--- src/include/unbf_pkg.sv ---
// constants shared by the ninth-bit and completion-flag block
// assumes an 8-bit register port and one 125 MHz clock domain
package unbf_pkg;

    ////////////////////////////////////////////////////////////////////////////
    // register port geometry
    localparam int ADDR_W = 8;
    localparam int DATA_W = 8;

    ////////////////////////////////////////////////////////////////////////////
    // register byte addresses
    localparam logic [ADDR_W-1:0] CTRL_OFS = 8'h00;
    localparam logic [ADDR_W-1:0] FLAGS_OFS = 8'h04;
    localparam logic [ADDR_W-1:0] IRQ_STAT_OFS = 8'h08;
    localparam logic [ADDR_W-1:0] IRQ_CLR_OFS = 8'h0C;
    localparam logic [ADDR_W-1:0] IRQ_EN_OFS = 8'h10;

    ////////////////////////////////////////////////////////////////////////////
    // control register fields
    localparam int CTRL_NINE_BIT = 0;
    localparam int CTRL_TX_NINTH = 1;
    localparam int CTRL_SP_IE = 2;

    // flag register fields
    localparam int FLAG_RX_DONE = 0;
    localparam int FLAG_TX_DONE = 1;
    localparam int FLAG_RX_NINTH = 2;

    // sticky event bits for status, clear and enable
    localparam int EVT_TX = 0;
    localparam int EVT_RX = 1;
    localparam int EVT_OVR = 2;
    localparam int EVT_N = 3;

    ////////////////////////////////////////////////////////////////////////////
    // reset values
    localparam logic CTRL_NINE_BIT_RST = 1'b0;
    localparam logic CTRL_TX_NINTH_RST = 1'b0;
    localparam logic CTRL_SP_IE_RST = 1'b0;
    localparam logic RX_NINTH_RST = 1'b0;
    localparam logic [EVT_N-1:0] IRQ_EN_RST = 3'h0;
    localparam logic [DATA_W-1:0] RD_DATA_RST = 8'h00;
    localparam logic TX_IDLE_LEVEL = 1'b1;

    // serial frame format
    typedef enum logic {
        UNBF_MODE_8BIT = 1'b0,
        UNBF_MODE_9BIT = 1'b1
    } unbf_mode_t;

endpackage

--- src/rtl/unbf_sticky.sv ---
// one sticky flag: hardware sets it, a clear request drops it
// assumes set and clear are one-cycle pulses on the same clock
`timescale 1ns/1ps
module unbf_sticky (
    input wire logic mclk_in,
    input wire logic sys_rst_in,
    input wire logic set_in,
    input wire logic clr_in,
    output logic flag_out
);

    logic flag_q;
    logic flag_d;

    ////////////////////////////////////////////////////////////////////////////
    // set beats clear so an event in the clearing cycle survives
    always_comb begin
        flag_d = flag_q;
        if (clr_in) begin
            flag_d = 1'b0;
        end
        if (set_in) begin
            flag_d = 1'b1;
        end
    end

    // only a reset or a clear request lowers the flag
    always_ff @(posedge mclk_in) begin
        if (sys_rst_in) begin
            flag_q <= 1'b0;
        end else begin
            flag_q <= flag_d;
        end
    end

    assign flag_out = flag_q;

endmodule

--- src/rtl/unbf_core.sv ---
// ninth-bit handling and completion flags of the serial port
// assumes the shifter and receiver pulse their frame points on mclk_in
//
// Summary of operation
// - nine-bit mode sends the software ninth bit as ninth frame bit
// - eight-bit mode ignores the ninth bit; software writes it anytime
// - mode 0 loads the received ninth bit with the stop bit level
// - mode 1 loads the received ninth bit with the ninth data bit
// - transmit done sets after bit eight, or at stop start in nine-bit
// - enabled, a set transmit-done flag requests the serial interrupt
// - receive done sets at stop sampling and requests the interrupt
// - done flags clear only by software writing zero, event bits by writing one, never by hardware
`timescale 1ns/1ps
module unbf_core (
    input wire logic mclk_in,
    input wire logic sys_rst_in,
    // register port
    input wire logic [unbf_pkg::ADDR_W-1:0] reg_addr_in,
    input wire logic [unbf_pkg::DATA_W-1:0] reg_wdata_in,
    input wire logic reg_wr_in,
    input wire logic reg_rd_in,
    output logic [unbf_pkg::DATA_W-1:0] reg_rdata_out,
    // transmit shifter side
    input wire logic tx_bit8_done_in,
    input wire logic tx_stop_start_in,
    output logic tx_ninth_out,
    output logic nine_bit_mode_out,
    // receive side
    input wire logic rx_stop_sample_in,
    input wire logic rx_ninth_data_in,
    input wire logic rx_stop_level_in,
    // flag and interrupt outputs
    output logic tx_done_flag_out,
    output logic rx_done_flag_out,
    output logic rx_ninth_bit_out,
    output logic serial_port_irq_out,
    output logic irq_out
);

    import unbf_pkg::*;

    ////////////////////////////////////////////////////////////////////////////
    // declarations

    // control state
    unbf_mode_t mode_q;
    logic tx_ninth_bit_q;
    logic sp_ie_q;

    // receive ninth bit and line output
    logic rx_ninth_bit_q;
    logic rx_ninth_bit_d;
    logic tx_ninth_q;
    logic tx_ninth_d;

    // completion flags
    logic tx_done_set;
    logic tx_done_clr;
    logic rx_done_set;
    logic rx_done_clr;
    logic tx_done_flag;
    logic rx_done_flag;

    // sticky events
    logic [EVT_N-1:0] evt_set;
    logic [EVT_N-1:0] evt_clr;
    logic [EVT_N-1:0] irq_stat;
    logic [EVT_N-1:0] irq_en_q;

    // interrupt lines
    logic sp_irq_q;
    logic sp_irq_d;
    logic irq_q;
    logic irq_d;

    // read data
    logic [DATA_W-1:0] rd_data_q;
    logic [DATA_W-1:0] rd_data_d;

    // decoded writes
    logic wr_ctrl;
    logic wr_flags;
    logic wr_irq_clr;
    logic wr_irq_en;

    ////////////////////////////////////////////////////////////////////////////
    // decoding helpers

    // one strobe at one address selects a register
    function automatic logic reg_hit(
        input logic strobe,
        input logic [ADDR_W-1:0] addr,
        input logic [ADDR_W-1:0] ofs
    );
        reg_hit = strobe && (addr == ofs);
    endfunction

    // writing zero to a flag bit clears it; a one leaves it alone
    function automatic logic zero_clears(
        input logic hit,
        input logic [DATA_W-1:0] data,
        input int pos
    );
        zero_clears = hit && !data[pos];
    endfunction

    // write strobes per register
    assign wr_ctrl = reg_hit(reg_wr_in, reg_addr_in, CTRL_OFS);
    assign wr_flags = reg_hit(reg_wr_in, reg_addr_in, FLAGS_OFS);
    assign wr_irq_clr = reg_hit(reg_wr_in, reg_addr_in, IRQ_CLR_OFS);
    assign wr_irq_en = reg_hit(reg_wr_in, reg_addr_in, IRQ_EN_OFS);

    ////////////////////////////////////////////////////////////////////////////
    // control register

    // frame format selects which point sets transmit done and what loads the ninth bit
    always_ff @(posedge mclk_in) begin
        if (sys_rst_in) begin
            mode_q <= unbf_mode_t'(CTRL_NINE_BIT_RST);
        end else if (wr_ctrl) begin
            mode_q <= unbf_mode_t'(reg_wdata_in[CTRL_NINE_BIT]);
        end
    end

    // accepted in either mode, even mid-frame
    always_ff @(posedge mclk_in) begin
        if (sys_rst_in) begin
            tx_ninth_bit_q <= CTRL_TX_NINTH_RST;
        end else if (wr_ctrl) begin
            tx_ninth_bit_q <= reg_wdata_in[CTRL_TX_NINTH];
        end
    end

    // serial port interrupt enable
    always_ff @(posedge mclk_in) begin
        if (sys_rst_in) begin
            sp_ie_q <= CTRL_SP_IE_RST;
        end else if (wr_ctrl) begin
            sp_ie_q <= reg_wdata_in[CTRL_SP_IE];
        end
    end

    ////////////////////////////////////////////////////////////////////////////
    // transmit ninth bit

    // eight-bit frames hold the line at stop level in that slot
    always_comb begin
        tx_ninth_d = TX_IDLE_LEVEL;
        if (mode_q == UNBF_MODE_9BIT) begin
            tx_ninth_d = tx_ninth_bit_q;
        end
    end

    // one cycle behind the control write; the shifter samples much later
    always_ff @(posedge mclk_in) begin
        if (sys_rst_in) begin
            tx_ninth_q <= TX_IDLE_LEVEL;
        end else begin
            tx_ninth_q <= tx_ninth_d;
        end
    end

    ////////////////////////////////////////////////////////////////////////////
    // receive ninth bit

    // mode 0 keeps the stop level, mode 1 the ninth data bit
    always_comb begin
        rx_ninth_bit_d = rx_ninth_bit_q;
        if (rx_stop_sample_in) begin
            unique case (mode_q)
                UNBF_MODE_8BIT: begin
                    rx_ninth_bit_d = rx_stop_level_in;
                end
                UNBF_MODE_9BIT: begin
                    rx_ninth_bit_d = rx_ninth_data_in;
                end
            endcase
        end
    end

    // read-only; software cannot overwrite what the line delivered
    always_ff @(posedge mclk_in) begin
        if (sys_rst_in) begin
            rx_ninth_bit_q <= RX_NINTH_RST;
        end else begin
            rx_ninth_bit_q <= rx_ninth_bit_d;
        end
    end

    ////////////////////////////////////////////////////////////////////////////
    // completion flags

    // the end-of-frame point depends on the frame format
    always_comb begin
        tx_done_set = tx_bit8_done_in;
        if (mode_q == UNBF_MODE_9BIT) begin
            tx_done_set = tx_stop_start_in;
        end
    end

    // receive done at the stop sampling instant of each byte
    assign rx_done_set = rx_stop_sample_in;

    // only a software zero clears; no frame point ever clears
    assign tx_done_clr = zero_clears(wr_flags, reg_wdata_in, FLAG_TX_DONE);
    assign rx_done_clr = zero_clears(wr_flags, reg_wdata_in, FLAG_RX_DONE);

    // transmit completion flag
    unbf_sticky u_tx_done (
        .mclk_in(mclk_in),
        .sys_rst_in(sys_rst_in),
        .set_in(tx_done_set),
        .clr_in(tx_done_clr),
        .flag_out(tx_done_flag)
    );

    // receive completion flag
    unbf_sticky u_rx_done (
        .mclk_in(mclk_in),
        .sys_rst_in(sys_rst_in),
        .set_in(rx_done_set),
        .clr_in(rx_done_clr),
        .flag_out(rx_done_flag)
    );

    ////////////////////////////////////////////////////////////////////////////
    // serial port interrupt request

    // level request, drops when both flags are gone or the enable is cleared
    always_comb begin
        sp_irq_d = sp_ie_q && (tx_done_flag || rx_done_flag);
    end

    // registered so the pin is glitch free; one cycle of latency
    always_ff @(posedge mclk_in) begin
        if (sys_rst_in) begin
            sp_irq_q <= 1'b0;
        end else begin
            sp_irq_q <= sp_irq_d;
        end
    end

    ////////////////////////////////////////////////////////////////////////////
    // sticky event status

    // a receive sample while receive done is still up loses a byte
    always_comb begin
        evt_set = '0;
        evt_set[EVT_TX] = tx_done_set;
        evt_set[EVT_RX] = rx_done_set;
        evt_set[EVT_OVR] = rx_done_set && rx_done_flag && !rx_done_clr;
    end

    // write-one-to-clear, bit for bit
    assign evt_clr = wr_irq_clr ? reg_wdata_in[EVT_N-1:0] : '0;

    // one sticky cell per event
    generate
        for (genvar i = 0; i < EVT_N; i++) begin : g_evt
            unbf_sticky u_evt (
                .mclk_in(mclk_in),
                .sys_rst_in(sys_rst_in),
                .set_in(evt_set[i]),
                .clr_in(evt_clr[i]),
                .flag_out(irq_stat[i])
            );
        end
    endgenerate

    // event enable mask
    always_ff @(posedge mclk_in) begin
        if (sys_rst_in) begin
            irq_en_q <= IRQ_EN_RST;
        end else if (wr_irq_en) begin
            irq_en_q <= reg_wdata_in[EVT_N-1:0];
        end
    end

    // summary interrupt over all enabled events
    always_comb begin
        irq_d = |(irq_stat & irq_en_q);
    end

    // level output, high while an enabled status bit stands
    always_ff @(posedge mclk_in) begin
        if (sys_rst_in) begin
            irq_q <= 1'b0;
        end else begin
            irq_q <= irq_d;
        end
    end

    ////////////////////////////////////////////////////////////////////////////
    // read path

    // unmapped and write-only addresses read as zero
    always_comb begin
        rd_data_d = RD_DATA_RST;
        if (reg_rd_in) begin
            unique case (reg_addr_in)
                CTRL_OFS: begin
                    rd_data_d[CTRL_NINE_BIT] = mode_q;
                    rd_data_d[CTRL_TX_NINTH] = tx_ninth_bit_q;
                    rd_data_d[CTRL_SP_IE] = sp_ie_q;
                end
                FLAGS_OFS: begin
                    rd_data_d[FLAG_RX_DONE] = rx_done_flag;
                    rd_data_d[FLAG_TX_DONE] = tx_done_flag;
                    rd_data_d[FLAG_RX_NINTH] = rx_ninth_bit_q;
                end
                IRQ_STAT_OFS: begin
                    rd_data_d[EVT_N-1:0] = irq_stat;
                end
                IRQ_EN_OFS: begin
                    rd_data_d[EVT_N-1:0] = irq_en_q;
                end
                default: begin
                    rd_data_d = RD_DATA_RST;
                end
            endcase
        end
    end

    // data valid only in the cycle after the read strobe
    always_ff @(posedge mclk_in) begin
        if (sys_rst_in) begin
            rd_data_q <= RD_DATA_RST;
        end else begin
            rd_data_q <= rd_data_d;
        end
    end

    ////////////////////////////////////////////////////////////////////////////
    // outputs, all from flip-flops

    assign reg_rdata_out = rd_data_q;
    assign tx_ninth_out = tx_ninth_q;
    assign nine_bit_mode_out = mode_q;
    assign tx_done_flag_out = tx_done_flag;
    assign rx_done_flag_out = rx_done_flag;
    assign rx_ninth_bit_out = rx_ninth_bit_q;
    assign serial_port_irq_out = sp_irq_q;
    assign irq_out = irq_q;

endmodule

--- config.mk ---
export PLATFORM = sky130hd
export DESIGN_NAME = unbf_core
export DESIGN_NICKNAME = d
export VERILOG_FILES = /design/src/include/unbf_pkg.sv /design/src/rtl/unbf_sticky.sv /design/src/rtl/unbf_core.sv
export SDC_FILE = /design/constraint.sdc
export NUM_CORES = 1
export LEC_CHECK = 0
export CAP_MARGIN = 15
export CORE_MARGIN = 2
export CORE_UTILIZATION = 54
export CTS_CLUSTER_DIAMETER = 80
export DETAILED_ROUTE_END_ITERATION = 8
export DONT_BUFFER_PORTS = 1
export PLACE_DENSITY = 0.77
export SETUP_SLACK_MARGIN = 0.15
export SLEW_MARGIN = 20
export SYNTH_ARGS = -nofsm -noshare
export SYNTH_HDL_FRONTEND = slang
export SYNTH_HIERARCHICAL = 1
export SYNTH_SLANG_ARGS = --single-unit
--- constraint.sdc ---
create_clock -name mclk_in -period 1.07 [get_ports mclk_in]
set_input_delay 0 -clock mclk_in [delete_from_list [all_inputs] [get_ports mclk_in]]
set_output_delay 0 -clock mclk_in [all_outputs]
set_load 0.05 [all_outputs]
# == Word level (Yosys, flattened, before mapping) ==
# Index checks and enable logic that the tools add are counted.
# op_classes
eq_ne,4
muxes,14
bitwise_logic,3
reduce_logical,22
# ops
op,n
"== test 8 x 4 -> 1 bit, second input constant",2
one-hot mux 3 bit (4 select lines),1
two-way mux 1 bit,11
nonzero test 2 bit,5
logical AND 1 bit,9
"== test 8 x 3 -> 1 bit, second input constant",1
"== test 8 x 5 -> 1 bit, second input constant",1
zero test 8 bit,1
OR reduction 2 bit,2
AND 3 bit,1
zero test 1 bit,3
two-way mux 3 bit,1
OR reduction 3 bit,1
NOT 1 bit,2
one-hot mux 1 bit (2 select lines),1
logical OR 1 bit,1
# totals
ff_bits,23
inputBits,25
out_inout_bits,15
wordCells,58

# == Depth between registers and ports, before layout ==
# depth
depth_word,6
depth_mapped,5
depth_no_buf,5

# == Hierarchy ==
# Netlist, hierarchy kept.
# modules_own_cells
module,n_inst,cells_per_inst,area_each_um2,seq_area_each_um2
unbf_core,1,79,754.5,260.2
unbf_sticky,5,4,38.8,20.0

# == Least setup slack after synthesis ==
# OpenSTA, ideal clock, no wires.
# synth_path
kind,register to register
startpoint,"reg mode_q, in the netlist nine_bit_mode_out"
endpoint,"reg u_tx_done.flag_q, in the netlist u_tx_done/flag_out"
setup_ns,0.115
arrival_time_ns,1.179
required_ns,0.955
setup_slack_ns,-0.224
stages_incl_launch_ff,4
path_buffers,0
synth_period_minus_slack_ns,1.294
cell_sequence,dfxtp_1 -> mux2_2 -> inv_1 -> a21oi_2
# synth_via
elab_chain_cells,2
elab_cells_between_ends,3
cone_classes,mux: 2; reduce/logical: 1
# synth_rtl
item,line,text
start: declaration,unbf_core.sv:46,unbf_mode_t mode_q;
start signal: assignment,unbf_core.sv:119,mode_q <= unbf_mode_t'(CTRL_NINE_BIT_RST);
start signal: assignment,unbf_core.sv:121,mode_q <= unbf_mode_t'(reg_wdata_in[CTRL_NINE_BIT]);
two-way mux 1 bit *,unbf_core.sv:196,if (mode_q == UNBF_MODE_9BIT) begin
named net evt_set[0],unbf_core.sv:65,logic [EVT_N-1:0] evt_set;
two-way mux 1 bit / nonzero test 2 bit (equally long branches),--,
end signal: assignment,unbf_sticky.sv:32,flag_q <= flag_d;
end: declaration,unbf_sticky.sv:12,logic flag_q;
# The timed path passes the listed nets; every way through them passes the cells marked *.
# A chain may end at the register's enable or synchronous reset.

# == Worst setup path after layout ==
# layout_path
startpoint,"reg mode_q, in the netlist nine_bit_mode_out"
endpoint,"reg rd_data_q[0], in the netlist reg_rdata_out[0]"
# layout_via
elab_chain_cells,1
# layout_rtl
item,line,text
one-hot mux 3 bit (4 select lines),unbf_core.sv:300,unique case (reg_addr_in)
end signal: assignment,unbf_core.sv:329,rd_data_q <= rd_data_d;
end: declaration,unbf_core.sv:77,logic [DATA_W-1:0] rd_data_q;
# Every way passes these cells.

==> out/qor.yml <==
run_status:
  outcome: "complete, but fails checks"
  violations: "hold timing"
timing:
  rsz0062_at_grt: "yes"
  finalSetupTns_ns: 0
  setup_viol: 0
  tightest_slew_ns: 0.548
  finalHoldViolCount: 18
  skew_ns: 0.0169
  slew_viol_final: 0
  period_share: 0.910
  period_needed_ns: 0.974
  slew_headroom: 0.634
  whs_ns: -0.272
  max_freq_mhz: 1030
floorplanning:
  die_w_um: 45.9
  initial_core_util: 0.561
  num_io_pins: 40
  die_area_um2: 2110
  num_rows: 15
  core-area_um2: 1690
  die_h_um: 45.9
critical_path:
  path_delay_family: "flip-flops"
  worst_setup_path_end_kind: "flop"
  crit_buf_inv: 0
  worstPathRequired_ns: 1.26
  path_cells: "mux2_2 > a22oi_2 > a21oi_1"
  crit_path_top_delay_cell: "dfxtp_4"
  cp-start-kind: "flop"
  worstPathArrival_ns: 1.16
  criticalPathCategory: "reg2reg"
  cp_slowest_stage_delay_ns: 0.38
  crit_fanout: 4
yosys:
  synthTopCellsByArea: "dfxtp_1 38%, nand2b_1 9.2%, mux2i_1 7.4%, mux2_2 4.7%, a21oi_2 4.6%"
  synth_seq_cells: 18
  netlist_instances: 99
  syn_area_per_cell_um2: 9.58
  yosysSeqAreaShare: 0.380
  synth_warnings: 6
  synth_cell_types: 32
  yosysTopAreaCellShare: 0.380
  synth_largest_area_cell: "dfxtp_1"
  netlist_area_um2: 948
placement:
  post-dp-hpwl_um: 1360
  place.gp.congestion: 0.798
  port_buffers: 0
layout:
  antenna_cells: 0
  regArea_um2: 383
  nFillCells: 128
  postLayoutCoreUtil: 0.684
  drive_gt1_frac: 0.464
  finalNetCount: 138
  multiInputGateArea_um2: 576
  area_growth_pct: 21.8
detailed_routing:
  final_antenna_net_count: 0
  drc: 0
  totalWireLength_um: 2130
  avgViaCountPerCell: 5.87
  drt-pass1-iter-count: 4
  wl_per_cell_um: 16.5
  vias: 757
  drt_iter0_drc: 7
global_routing:
  grtUsageTotal: 0.221
  met3_usage: 0.0714
  use_met1: 0.271
  overflow: 0
  grt_max_degree: 18
  grt-busiest-layer: "met2"
  antenna_found_initial: 0
  grt_use_met2: 0.322
  first_global_vias: 687
  grt_pass1_wl_um: 3160
power_and_ir_drop:
  leakage_nw: 0.435
  finalPower_mw: 1.27
  power_density_nw_per_um2: 1100
  peakVddDrop_v: 0.000878
clock_network:
  cts_tree: "done"
  clkSlewWorstSetupHoldPaths_ns: 0.10
  h-tree-depth: 1
  cts_buffer_depth: 2
  root_buffer: "clkbuf_4"
  clock_latency_ns: 0.31
  hold_buffers: 4
  clock_sinks: 18
  cts_made_buffers: 3
flow_run:
  maxCapViolations: 0
hold_path:
  hp-class: "in2reg"
==> state kept, by name, summed over array words and instances (netlist names) <==
signal	cells
u_rx_done/flag_out	1
serial_port_irq_out	1
irq_en_q	3
reg_rdata_out	3
u_tx_done/flag_out	1
sp_ie_q	1
irq_out	1
nine_bit_mode_out	1
tx_ninth_out	1
g_evt.u_evt/flag_out	3
rx_ninth_bit_out	1
tx_ninth_bit_q	1
==> power breakdown <==
part           total, mW  internal [mW]  switching [mW]
logic              0.209         0.0908           0.118
clock network      0.351          0.146           0.206
registers          0.706          0.685          0.0206
total               1.27          0.922           0.344
==> worst register-to-register path, cell delays in order (launching register included) <==
cell     delay (ns)
dfxtp_4        0.38
mux2_2         0.27
a22oi_2        0.13
a21oi_1        0.08
==> worst paths after layout <==
path                      from                      end  slack [ns]  depth (start not counted)
max reg2reg  nine_bit_mode_out         reg_rdata_out[0]         0.1                          3
min reg2reg        irq_en_q[0]              irq_en_q[0]        0.51                          2
min                 sys_rst_in  g_evt[2].u_evt/flag_out       -0.27                          1
max          nine_bit_mode_out         reg_rdata_out[0]         0.1                          3
==> what timing repair did <==
action                                  in CTS  in global routing
buffers inserted                             3                  2
endpoints found under the hold margin       18                 18
cloned                                       0                  0
pin swaps                                    4                  6
endpoints found under the setup margin       5                 14
resized for setup                            9                 13
==> placed cells by master, fill, tap and decap left out, types with 2 or more instances in the layout <==
| cell | n |
|---|---|
| nand2b_1 | 14 |
| dfxtp_2 | 12 |
| mux2i_1 | 7 |
| nor2_1 | 6 |
| a21oi_2 | 6 |
| buf_4 | 6 |
| conb_1 | 5 |
| inv_1 | 4 |
| dlygate4sd3_1 | 4 |
| dfxtp_1 | 4 |
| buf_6 | 4 |
| mux2_4 | 3 |
| nand3b_1 | 3 |
| a22oi_2 | 3 |
| clkbuf_4 | 3 |
| nor4b_2 | 2 |
| nor3_1 | 2 |
| a21oi_1 | 2 |
| dfxtp_4 | 2 |
==> layout make-up <==
type	instances	area share
Inverter	5	0.0163
Tap cell	17	0.0184
Multi-Input combinational cell	71	0.498
Sequential cell	18	0.332
Timing Repair Buffer	14	0.113
Clock buffer	4	0.0228
==> cell usage after synthesis <==
library cell and number:
nor2b_1 1, and2b_2 1, a22oi_1 3, buf_2 1, a21oi_2 5, maj3_2 1, inv_1 5, buf_4 5
and4_2 1, nor4_1 1, o311a_1 1, or4b_4 1, nand3b_1 3, a21oi_1 3, nor4b_1 3, mux2_2 4
buf_6 2, a211oi_1 1, conb_1 1, or2_2 1, nor2_1 6, or2b_2 1, clkbuf_1 1, a222oi_1 1
nand2b_1 14, dfxtp_1 18, mux2i_1 7, nor3_1 2, nor3b_1 1, nand4b_1 1, or3b_2 1, nand2_1 2
==> kinds of logic (layout without fill, tap and decap cells) <==
group | after synthesis | after routing | synth area share
and+or+nand+nor | 40 | 40 | 0.276
DFF | 18 | 18 | 0.380
AOI/OAI and AO/OA | 14 | 14 | 0.115
buffers and inverters | 14 | 23 | 0.0923
muxes | 11 | 11 | 0.121
adders and majority gates | 1 | 1 | 0.0119
other | 1 | 5 | 0.00395
==> layer usage <==
layer  vias up  part of all wire  wire [um]
met5         -                 0          0
met4         0             0.038         80
met3         8             0.066        140
met2        32              0.49       1040
met1       354              0.41        874
li1        363                 -          -
==> metrics by stage <==
step	worst slack [ns]	hold slack [ns]	instances	cell area [um2]
finish	0.0959	-0.272	129	1150
detailed placement	-0.0554	0.0594	116	993
floorplan	-0.0259	0.0551	103	1000
global route	0.0692	-0.283	129	1150
global placement	-0.00467	0.0585	116	993
CTS	0.103	-0.276	127	1110
(Power assumes the default switching activity.)
